`config.mk`:
```
export PLATFORM = sky130hd
export DESIGN_NAME = szpc_top
export DESIGN_NICKNAME = d
export VERILOG_FILES = /design/src/szpc_pkg.sv /design/src/szpc_top.sv /design/src/szpc_prox_edge.sv
export SDC_FILE = /design/constraint.sdc
export NUM_CORES = 2
export LEC_CHECK = 0
export ABC_AREA = 1
export BUFFER_PORTS_ARGS = -buffer_cell sky130_fd_sc_hd__buf_2
export CORE_UTILIZATION = 58
export DETAILED_ROUTE_END_ITERATION = 7
export GPL_TIMING_DRIVEN = 1
export PLACE_DENSITY = 0.79
export REMOVE_ABC_BUFFERS = 1
export SYNTH_ARGS = -nofsm -noshare
export SYNTH_HDL_FRONTEND = slang
export SYNTH_SLANG_ARGS = --single-unit
```
`constraint.sdc`:
```
create_clock -name core_clk -period 11.8 [get_ports core_clk]
set_input_delay 0.59 -clock core_clk [delete_from_list [all_inputs] [get_ports core_clk]]
set_output_delay 0.59 -clock core_clk [all_outputs]
set_load 0.005 [all_outputs]
```
`src/szpc_pkg.sv`:
```
// spindle zero point configuration: shared constants and types
package szpc_pkg;
  // parameter numbers used as register indices on the parameter port
  localparam logic [13:0] IDX_SAFETY_LIMIT  = 14'h33b7;
  localparam logic [13:0] IDX_SAFETY_END    = 14'h33b6;
  localparam logic [13:0] IDX_GEAR_FIRST    = 14'h3301;
  localparam logic [13:0] IDX_GEAR_SECOND   = 14'h3305;
  localparam logic [13:0] IDX_FUNC_FIVE     = 14'h33a9;
  localparam logic [13:0] IDX_FUNC_SEVEN    = 14'h33ab;
  localparam logic [13:0] IDX_ZERO_SPEC     = 14'h0c22;
  localparam logic [13:0] IDX_ORIENT_SHIFT  = 14'h0c24;
  localparam logic [13:0] IDX_SEARCH_SPEED  = 14'h0c25;
  localparam logic [13:0] IDX_TAP_SHIFT     = 14'h0c27;
  localparam logic [13:0] IDX_CAX_SHIFT     = 14'h0c29;

  localparam logic [15:0] RST_PARAM16       = 16'h0000;
  localparam logic [31:0] RST_PARAM32       = 32'h0000_0000;

  // field positions
  localparam int POS_EDGE_SEL    = 5;
  localparam int POS_DIN_LO      = 12;
  localparam int POS_PROX_EN     = 15;
  localparam int POS_NONINTERP   = 14;
  localparam int POS_SPIN_DIR    = 9;
  localparam int POS_SPIN_DECEL  = 8;
  localparam int POS_TAP_POL     = 7;
  localparam int POS_TAP_DIR     = 5;
  localparam int POS_TAP_DECEL   = 4;
  localparam int POS_ORIENT_DIR  = 1;
  localparam int POS_ZSEARCH_DIR = 0;

  localparam logic [3:0]  DIN_NONE          = 4'h0;
  localparam logic [3:0]  DIN_DOOR          = 4'h1;
  localparam logic [3:0]  DIN_PROX          = 4'h4;

  // limits of the accepted settings, and degrees per revolution
  localparam logic [15:0] SAFETY_LIMIT_MAX  = 16'h7fff;
  localparam logic [15:0] ORIENT_SHIFT_MAX  = 16'h8c9f;
  localparam logic [15:0] TAP_SHIFT_MAX     = 16'h8c9f;
  localparam logic [31:0] CAX_SHIFT_MAX     = 32'h0005_7e3f;
  localparam logic [15:0] DEG_PER_REV       = 16'h0168;

  // parameter error report
  localparam logic [7:0]  ERR_CODE_PARAM    = 8'h37;
  localparam logic [7:0]  ERR_CODE_NONE     = 8'h00;
  localparam logic [15:0] ERR_NUM_SAFETY    = 16'h00ef;
  localparam logic [15:0] ERR_NUM_NONE      = 16'h0000;

  // cycles the axis switch is left to settle before it is caught, and the proximity filter length
  localparam logic [3:0]  AXIS_SETTLE_CYC   = 4'h4;
  localparam int          PROX_FILT_CYC     = 4;

  typedef enum logic [1:0] {
    SZPC_DIR_SHORT = 2'b00,
    SZPC_DIR_FWD   = 2'b01,
    SZPC_DIR_REV   = 2'b10
  } szpc_dir_e;

  typedef enum logic [2:0] {
    CHK_IDLE = 3'b001,
    CHK_EVAL = 3'b010,
    CHK_DONE = 3'b100
  } szpc_chk_e;

  typedef struct packed {
    logic        prox_zero_en;
    logic        noninterp_gain;
    logic [1:0]  spin_dir;
    logic        spin_decel_stop;
    logic        tap_reverse;
    logic [1:0]  tap_dir;
    logic        tap_decel_stop;
    logic [1:0]  orient_dir;
    logic        zsearch_reverse;
    logic        prox_rising;
    logic [3:0]  din_source;
    logic [15:0] search_speed;
  } szpc_cfg_s;
endpackage

```
`src/szpc_top.sv`:
```
// spindle zero point, safety speed check and axis number logic
`timescale 1ns/1ps
module szpc_top
  import szpc_pkg::*;
#(
  parameter int FILT_CYC = PROX_FILT_CYC
) (
  input  wire logic        core_clk,
  input  wire logic        rst,
  input  wire logic        clk_en,
  input  wire logic        prm_wr_en,
  input  wire logic [13:0] prm_wr_idx,
  input  wire logic [31:0] prm_wr_data,
  input  wire logic [13:0] prm_rd_idx,
  output logic      [31:0] prm_rd_data,
  input  wire logic        speed_obs_cmd,
  input  wire logic        zero_redetect_request,
  input  wire logic        z_phase_pulse,
  input  wire logic        prox_pin,
  input  wire logic [3:0]  axis_switch,
  output logic             prm_error,
  output logic      [7:0]  prm_error_code,
  output logic      [15:0] prm_error_number,
  output szpc_pkg::szpc_cfg_s zero_cfg,
  output logic             z_phase_passed,
  output logic             zero_redetect_complete,
  output logic      [4:0]  axis_number,
  output logic             axis_valid
);
  import szpc_pkg::*;

  // ---------------- parameter store ----------------
  logic [15:0] limit_r, end_speed_r, gear_a_r, gear_b_r;
  logic [15:0] func5_r, func7_r, zspec_r, orient_r, speed_r, tap_r;
  logic [31:0] cax_r;
  logic [15:0] limit_nxt, end_speed_nxt, gear_a_nxt, gear_b_nxt;
  logic [15:0] func5_nxt, func7_nxt, zspec_nxt, orient_nxt, speed_nxt;
  logic [15:0] tap_nxt;
  logic [31:0] cax_nxt, rd_nxt, rd_r;
  logic        changed_nxt, changed_r;
  logic [15:0] w16;
  logic [3:0]  din_w;
  logic        orient_ok;

  assign w16   = prm_wr_data[15:0];
  assign din_w = w16[POS_DIN_LO +: 4];
  // signed range check: |value| <= 35999
  assign orient_ok = w16[15] ? ((~w16 + 16'h0001) <= ORIENT_SHIFT_MAX)
                             : (w16 <= ORIENT_SHIFT_MAX);

  // out-of-range writes are dropped so the old setting stays in force
  always_comb begin
    limit_nxt     = limit_r;
    end_speed_nxt = end_speed_r;
    gear_a_nxt    = gear_a_r;
    gear_b_nxt    = gear_b_r;
    func5_nxt     = func5_r;
    func7_nxt     = func7_r;
    zspec_nxt     = zspec_r;
    orient_nxt    = orient_r;
    speed_nxt     = speed_r;
    tap_nxt       = tap_r;
    cax_nxt       = cax_r;
    changed_nxt   = 1'b0;
    if (prm_wr_en) begin
      changed_nxt = 1'b1;
      unique case (prm_wr_idx)
        IDX_SAFETY_LIMIT: if (w16 <= SAFETY_LIMIT_MAX) limit_nxt = w16;
        IDX_SAFETY_END:   end_speed_nxt = w16;
        IDX_GEAR_FIRST:   gear_a_nxt = w16;
        IDX_GEAR_SECOND:  gear_b_nxt = w16;
        IDX_FUNC_FIVE:    func5_nxt = w16;
        IDX_FUNC_SEVEN: begin
          if (din_w == DIN_NONE || din_w == DIN_DOOR ||
              din_w == DIN_PROX) begin
            func7_nxt = w16;
          end
        end
        IDX_ZERO_SPEC:    zspec_nxt = w16;
        IDX_ORIENT_SHIFT: if (orient_ok) orient_nxt = w16;
        IDX_SEARCH_SPEED: speed_nxt = w16;
        IDX_TAP_SHIFT:    if (w16 <= TAP_SHIFT_MAX) tap_nxt = w16;
        IDX_CAX_SHIFT: begin
          if (prm_wr_data <= CAX_SHIFT_MAX) cax_nxt = prm_wr_data;
        end
        default:          changed_nxt = 1'b0;
      endcase
    end
    unique case (prm_rd_idx)
      IDX_SAFETY_LIMIT: rd_nxt = {16'h0000, limit_r};
      IDX_SAFETY_END:   rd_nxt = {16'h0000, end_speed_r};
      IDX_GEAR_FIRST:   rd_nxt = {16'h0000, gear_a_r};
      IDX_GEAR_SECOND:  rd_nxt = {16'h0000, gear_b_r};
      IDX_FUNC_FIVE:    rd_nxt = {16'h0000, func5_r};
      IDX_FUNC_SEVEN:   rd_nxt = {16'h0000, func7_r};
      IDX_ZERO_SPEC:    rd_nxt = {16'h0000, zspec_r};
      IDX_ORIENT_SHIFT: rd_nxt = {{16{orient_r[15]}}, orient_r};
      IDX_SEARCH_SPEED: rd_nxt = {16'h0000, speed_r};
      IDX_TAP_SHIFT:    rd_nxt = {16'h0000, tap_r};
      IDX_CAX_SHIFT:    rd_nxt = cax_r;
      default:          rd_nxt = RST_PARAM32;
    endcase
  end

  always_ff @(posedge core_clk or posedge rst) begin
    if (rst) begin
      limit_r     <= RST_PARAM16;
      end_speed_r <= RST_PARAM16;
      gear_a_r    <= RST_PARAM16;
      gear_b_r    <= RST_PARAM16;
      func5_r     <= RST_PARAM16;
      func7_r     <= RST_PARAM16;
      zspec_r     <= RST_PARAM16;
      orient_r    <= RST_PARAM16;
      speed_r     <= RST_PARAM16;
      tap_r       <= RST_PARAM16;
      cax_r       <= RST_PARAM32;
      rd_r        <= RST_PARAM32;
      changed_r   <= 1'b0;
    end else if (clk_en) begin
      limit_r     <= limit_nxt;
      end_speed_r <= end_speed_nxt;
      gear_a_r    <= gear_a_nxt;
      gear_b_r    <= gear_b_nxt;
      func5_r     <= func5_nxt;
      func7_r     <= func7_nxt;
      zspec_r     <= zspec_nxt;
      orient_r    <= orient_nxt;
      speed_r     <= speed_nxt;
      tap_r       <= tap_nxt;
      cax_r       <= cax_nxt;
      rd_r        <= rd_nxt;
      changed_r   <= changed_nxt;
    end
  end

  // ---------------- decoded zero return configuration ----------------
  szpc_cfg_s cfg_nxt, cfg_r;
  logic [1:0] zdir;

  assign zdir = zspec_r[POS_ZSEARCH_DIR] ? SZPC_DIR_REV : SZPC_DIR_FWD;

  always_comb begin
    cfg_nxt.prox_zero_en    = zspec_r[POS_PROX_EN];
    cfg_nxt.noninterp_gain  = zspec_r[POS_NONINTERP];
    cfg_nxt.spin_dir        = zspec_r[POS_SPIN_DIR +: 2];
    cfg_nxt.spin_decel_stop = zspec_r[POS_SPIN_DECEL];
    cfg_nxt.tap_reverse     = zspec_r[POS_TAP_POL];
    cfg_nxt.tap_dir         = zspec_r[POS_TAP_DIR +: 2];
    cfg_nxt.tap_decel_stop  = zspec_r[POS_TAP_DECEL];
    cfg_nxt.orient_dir      = zspec_r[POS_ORIENT_DIR +: 2];
    cfg_nxt.zsearch_reverse = zspec_r[POS_ZSEARCH_DIR];
    cfg_nxt.prox_rising     = func5_r[POS_EDGE_SEL];
    cfg_nxt.din_source      = func7_r[POS_DIN_LO +: 4];
    cfg_nxt.search_speed    = speed_r;
    // proximity detection lags the pulse edge, so spindle, tap and orient
    // moves all take the search direction to keep the stop point repeatable
    if (zspec_r[POS_PROX_EN]) begin
      cfg_nxt.spin_dir   = zdir;
      cfg_nxt.tap_dir    = zdir;
      cfg_nxt.orient_dir = zdir;
    end
  end

  always_ff @(posedge core_clk or posedge rst) begin
    if (rst) begin
      cfg_r <= '0;
    end else if (clk_en) begin
      cfg_r <= cfg_nxt;
    end
  end

  // ---------------- safety speed relation check ----------------
  // floor(end*a / (360*b)) == limit, tested by cross multiplication
  szpc_chk_e   chk_r, chk_nxt;
  logic [47:0] num_r, lo_r, hi_r, num_nxt, lo_nxt, hi_nxt;
  logic        obs_d_r, boot_r, boot_nxt, trig;
  logic        err_r, err_nxt, unused_r, unused_nxt;
  logic        pend_r, pend_nxt;
  logic [47:0] den;
  logic [15:0] lim_eff;

  assign den     = 48'(gear_b_r) * 48'(DEG_PER_REV);
  assign lim_eff = (limit_r == 16'h0000) ? 16'h0001 : limit_r;
  assign trig    = boot_r | changed_r | (speed_obs_cmd & ~obs_d_r);

  always_comb begin
    chk_nxt    = chk_r;
    num_nxt    = num_r;
    lo_nxt     = lo_r;
    hi_nxt     = hi_r;
    err_nxt    = err_r;
    unused_nxt = unused_r;
    boot_nxt   = 1'b0;
    // a trigger landing mid-check is held, so the last change is judged
    pend_nxt   = pend_r | trig;
    unique case (chk_r)
      CHK_IDLE: if (trig | pend_r) begin
        chk_nxt    = CHK_EVAL;
        pend_nxt   = 1'b0;
        num_nxt    = 48'(end_speed_r) * 48'(gear_a_r);
        // a computed 0 counts as 1, so limit 1 covers num below den
        lo_nxt     = (limit_r == 16'h0001) ? 48'h0000_0000_0000
                                           : 48'(lim_eff) * den;
        hi_nxt     = 48'(lim_eff) * den + den;
        unused_nxt = (limit_r == 16'h0000) && (end_speed_r == 16'h0000);
      end
      CHK_EVAL: begin
        chk_nxt = CHK_DONE;
        err_nxt = ~unused_r &
                  ((den == 48'h0000_0000_0000) |
                   (limit_r == 16'h0000) |
                   (num_r < lo_r) | (num_r >= hi_r));
      end
      CHK_DONE: chk_nxt = CHK_IDLE;
      default:  chk_nxt = CHK_IDLE;
    endcase
  end

  always_ff @(posedge core_clk or posedge rst) begin
    if (rst) begin
      chk_r    <= CHK_IDLE;
      num_r    <= '0;
      lo_r     <= '0;
      hi_r     <= '0;
      err_r    <= 1'b0;
      unused_r <= 1'b0;
      obs_d_r  <= 1'b0;
      boot_r   <= 1'b1;
      pend_r   <= 1'b0;
    end else if (clk_en) begin
      chk_r    <= chk_nxt;
      num_r    <= num_nxt;
      lo_r     <= lo_nxt;
      hi_r     <= hi_nxt;
      err_r    <= err_nxt;
      unused_r <= unused_nxt;
      obs_d_r  <= speed_obs_cmd;
      boot_r   <= boot_nxt;
      pend_r   <= pend_nxt;
    end
  end

  // ---------------- zero point re-detection ----------------
  logic prox_edge, req_d_r, passed_r, done_r, passed_nxt, done_nxt;
  logic zero_event;

  szpc_prox_edge #(
    .FILT_CYC (FILT_CYC)
  ) u_prox (
    .core_clk   (core_clk),
    .rst        (rst),
    .clk_en     (clk_en),
    .prox_pin   (prox_pin),
    .rising_sel (cfg_r.prox_rising),
    .edge_pulse (prox_edge)
  );

  // proximity edges only count when the input is routed to the switch
  assign zero_event = cfg_r.prox_zero_en
                    ? (prox_edge & (cfg_r.din_source == DIN_PROX))
                    : z_phase_pulse;

  always_comb begin
    passed_nxt = passed_r;
    done_nxt   = done_r;
    if (zero_redetect_request & ~req_d_r) begin
      passed_nxt = 1'b0;
    end
    if (zero_event) begin
      passed_nxt = 1'b1; // set wins over the clear
    end
    if (zero_event & zero_redetect_request & (req_d_r | passed_nxt)) begin
      done_nxt = 1'b1;
    end
    if (~zero_redetect_request) begin
      done_nxt = 1'b0;
    end
  end

  always_ff @(posedge core_clk or posedge rst) begin
    if (rst) begin
      req_d_r  <= 1'b0;
      passed_r <= 1'b0;
      done_r   <= 1'b0;
    end else if (clk_en) begin
      req_d_r  <= zero_redetect_request;
      passed_r <= passed_nxt;
      done_r   <= done_nxt;
    end
  end

  // ---------------- axis number capture ----------------
  logic [3:0] sw1_r, sw2_r, settle_r, settle_nxt;
  logic [4:0] axis_r, axis_nxt;
  logic       axis_ok_r, axis_ok_nxt;

  always_comb begin
    settle_nxt  = settle_r;
    axis_nxt    = axis_r;
    axis_ok_nxt = axis_ok_r;
    if (!axis_ok_r) begin
      settle_nxt = settle_r + 4'h1;
      if (settle_r == AXIS_SETTLE_CYC) begin
        axis_nxt    = {1'b0, sw2_r} + 5'h01;
        axis_ok_nxt = 1'b1;
      end
    end
  end

  always_ff @(posedge core_clk or posedge rst) begin
    if (rst) begin
      sw1_r     <= 4'h0;
      sw2_r     <= 4'h0;
      settle_r  <= 4'h0;
      axis_r    <= 5'h00;
      axis_ok_r <= 1'b0;
    end else if (clk_en) begin
      sw1_r     <= axis_switch;
      sw2_r     <= sw1_r;
      settle_r  <= settle_nxt;
      axis_r    <= axis_nxt;
      axis_ok_r <= axis_ok_nxt;
    end
  end

  // ---------------- outputs ----------------
  assign prm_rd_data            = rd_r;
  assign prm_error              = err_r;
  assign prm_error_code         = err_r ? ERR_CODE_PARAM : ERR_CODE_NONE;
  assign prm_error_number       = err_r ? ERR_NUM_SAFETY : ERR_NUM_NONE;
  assign zero_cfg               = cfg_r;
  assign z_phase_passed         = passed_r;
  assign zero_redetect_complete = done_r;
  assign axis_number            = axis_r;
  assign axis_valid             = axis_ok_r;
endmodule // szpc_top

```
`src/szpc_prox_edge.sv`:
```
// proximity switch input synchroniser, glitch filter and edge qualifier
`timescale 1ns/1ps
module szpc_prox_edge #(
  parameter int FILT_CYC = 4
) (
  input  wire logic core_clk,
  input  wire logic rst,
  input  wire logic clk_en,
  input  wire logic prox_pin,
  input  wire logic rising_sel,
  output logic      edge_pulse
);
  localparam int CW = $clog2(FILT_CYC + 1);
  localparam logic [CW-1:0] FILT_LAST = CW'(FILT_CYC - 1);

  logic          sync1_r, sync2_r, level_r, edge_r;
  logic [CW-1:0] cnt_r;
  logic          level_nxt, edge_nxt;
  logic [CW-1:0] cnt_nxt;
  logic [1:0]    prime_r, prime_nxt;

  // a new level must hold FILT_CYC cycles, so one transition gives at most one event
  always_comb begin
    level_nxt = level_r;
    edge_nxt  = 1'b0;
    cnt_nxt   = '0;
    prime_nxt = prime_r;
    if (prime_r != 2'b11) begin
      // adopt the settled pin level as idle so reset gives no false edge;
      // a pin change inside these first cycles is taken as the idle level
      prime_nxt = prime_r + 2'b01;
      level_nxt = sync2_r;
    end else if (sync2_r != level_r) begin
      cnt_nxt = cnt_r + 1'b1;
      if (cnt_r == FILT_LAST) begin
        level_nxt = sync2_r;
        cnt_nxt   = '0;
        edge_nxt  = rising_sel ? sync2_r : ~sync2_r;
      end
    end
  end

  always_ff @(posedge core_clk or posedge rst) begin
    if (rst) begin
      sync1_r <= 1'b0;
      sync2_r <= 1'b0;
      level_r <= 1'b0;
      edge_r  <= 1'b0;
      cnt_r   <= '0;
      prime_r <= 2'b00;
    end else if (clk_en) begin
      sync1_r <= prox_pin;
      sync2_r <= sync1_r;
      level_r <= level_nxt;
      edge_r  <= edge_nxt;
      cnt_r   <= cnt_nxt;
      prime_r <= prime_nxt;
    end
  end

  assign edge_pulse = edge_r;
endmodule // szpc_prox_edge

```
==> reports/metrics.yaml <==
grt_max_degree: 158
cts_sinks: 405
ys_ff_latch: 405
status: "finished, violations left"
violations: "DRC"
finalSetupTns_ps: 0
routedWlPerCell_um: 18.4
hold_class: "input port to register"
regArea_um2: 10100
drive_above_1_share_pct: 6.80
powerDensity_nw_per_um2: 82.0
fp.dieArea_um2: 75700
ys.flop_type: "dfrtp_1"
grt_first_pass_wirelength_mm: 195
dr.pass1.iters: 8
clockBufferDepth: 3
vias: 36700
drc_errors: 2
cts_hold_buf: 0
irDropWorstVdd_v: 0.000108
worstSetupPathType: "register to register"
synth-edff-count: 0
syn_area_per_cell_um2: 7.72
antenna_found_initial: 4
drv_slew: 0
yosysWarnings: 0
cts_max_level: 2
netlist-cell-type-count: 62
startpoint_type: "register"
ctsResizeCount: 0
area.growth.synth_to_final_pct: 6.36
critPathCaptureType: "register"
critPathMaxStageDelay_ps: 790
postRouteAntennaNets: 0
cp_data_required_time_ps: 12230
multi_input_area_um2: 27700
synthCells: 5605
finalSetupViolations: 0
dieHeight_um: 275
crit_family: "adder cells"
cp_num_buf_inv: 8
hpwl_mm: 95.8
dpl_cell_area_um2: 44500
min_period_ps: 10670
drt_iter0_drc: 3389
overflow: 0
whs_ps: 190
rows: 99
netlist_area_um2: 43200
routed_via_density: 5.55
crit_arrival_ps: 11100
pin_count: 170
io_buffers: 157
slowest_stage: "ha_1"
timing.fmax_mhz: 93.7
slew_headroom_pct: 18.0
grt_use_total_pct: 32.9
cts_tree: "yes"
cts_buffers: 45
grt_pass1_vias: 36300
core-area_um2: 73300
gp_congestion: 0.961
hold_viol_final: 0
p_total_mw: 3.77
nets: 6520
clock_latency_ps: 600
cpMostUsedCell: "nand2_1"
synth-seq-area-share_pct: 23.4
fin_area_um2: 46000
cts_root_buf: "clkbuf_16"
period_share_pct: 90.4
die_x_um: 275
tightest_slew_ps: 1230
routed_wl_mm: 122
initial_utilization_pct: 59.0
async_reset_ff_share_pct: 100
fillers: 6327
critPathMaxFanout: 22
finClkSkew_ps: 27.0
maxCapViolations: 0
clkTransAtPathRegs_ps: 60
post_cts_buffers: 0
rsz0062_at_grt: "false"
post-route-util_pct: 62.7
power.leakage_nw: 25.3
## report_power, final
group / total [mW] / internal, mW / switching, mW
clock network: 1.40 / 0.794 / 0.605
logic: 0.800 / 0.260 / 0.540
registers: 1.57 / 1.50 / 0.0742
## cell families (layout without fill, tap and decap cells)
family                     after synthesis  after routing  synth area share (%)
and+or+nand+nor                       2199           2199                  21.0
buffers and inverters                 1427           1457                  12.7
adders and majority gates              837            837                  32.8
AOI/OAI and AO/OA                      670            670                  8.65
DFF                                    405            405                  23.4
xor gates and xnor gates                64             64                  1.33
muxes                                    2              2                0.0521
other                                    1             17               0.00867
## registers in the layout, indices dropped and copies added (netlist names), 2 cells and up
name and flops:
hi_r 39, lo_r 38, zero_cfg 33, cax_r 32, num_r 32, prm_rd_data 32
end_speed_r 16, func5_r 16, func7_r 16, gear_a_r 16, gear_b_r 16, limit_r 16
orient_r 16, speed_r 16, tap_r 16, zspec_r 16, axis_number 5, settle_r 4
sw1_r 4, sw2_r 4, chk_r 3, u_prox.cnt_r 3, u_prox.prime_r 2
## worst paths after layout
| kind | start | endpoint | slack (ps) | depth (start not counted) |
|---|---|---|---|---|
| max | gear_b_r[0] | hi_r[31] | 1130 | 43 |
| min | prox_pin | u_prox.sync1_r | 190 | 3 |
| max reg2reg | gear_b_r[0] | hi_r[31] | 1130 | 43 |
| min reg2reg | boot_r | boot_r | 440 | 2 |
| max in group asynchronous | rst | hi_r[39] | 9270 | 4 |
| min in group asynchronous | rst | prm_rd_data[12] | 230 | 2 |
## layer usage
metal	GRT usage [%]	vias up	part of all wire (%)
met2	52.6	1714	46
met3	5.33	240	9.3
met5	0	-	0
li1	-	17100	-
met1	46.0	17600	42
met4	10.2	0	3.1
## synth_stat cells, types with 8 or more instances
master	instances	area share, %
a31oi_1	21	0.30
fa_1	496	23
o21ai_1	14	0.16
xnor2_1	27	0.55
inv_1	1152	10
o211ai_1	8	0.14
nor2_4	8	0.21
ha_1	341	9.9
dfrtp_1	403	23
nand2_2	31	0.45
o21bai_1	14	0.24
a21oi_1	170	2.0
nor2_2	21	0.30
nor2_1	338	2.9
clkbuf_1	162	1.4
nand3b_1	11	0.19
nand4_1	44	0.64
clkinv_1	8	0.069
nand2_1	1479	13
a311oi_1	17	0.34
a221oi_1	16	0.32
nor4_1	15	0.22
a21o_1	15	0.26
buf_4	25	0.43
nor3_1	33	0.38
buf_1	27	0.23
buf_2	30	0.35
o22ai_1	20	0.29
inv_2	23	0.20
xor2_1	35	0.71
o21ai_0	339	3.9
nand3_1	184	2.1
## worst reg2reg max path, delay by kind of cell (launching register included)
family | cells | cell delay, ps
flops | 1 | 360
simple gates | 17 | 2390
xor+xnor | 2 | 670
compound gates | 4 | 690
buf+inv | 8 | 930
fa+ha+maj | 12 | 5470
## layout by cell type, fill, tap and decap left out, drive strengths merged, types with 17 or more instances in the layout
cell / n
nor3: 33
dfrtp: 403
clkinv: 20
o21ai: 355
nor2: 367
a311oi: 17
nor4: 21
xor2: 37
ha: 341
a21oi: 171
buf: 192
nand4: 45
o22ai: 20
a31oi: 21
inv: 1178
nand2: 1511
xnor2: 27
clkbuf: 65
fa: 496
nand3: 190
## per-stage QoR
stage	worst slack, ps	cells
2_1_floorplan	-52.9	5372
3_3_place_gp	1560	6523
3_5_place_dp	1250	6523
4_1_cts	1230	6605
5_1_grt	502	6609
6_report	1130	6610
## area by class of cell
type                            instances  share of cell area, %
Sequential cell                       405                   22.0
Multi-Input combinational cell       3784                   60.2
Timing Repair Buffer                  192                   2.28
Inverter                             1183                   9.67
Clock buffer                           65                   2.81
Clock inverter                         17                  0.392
Antenna cell                            5                 0.0272
Tap cell                              959                   2.61
Power figures use the tool's default switching activity.
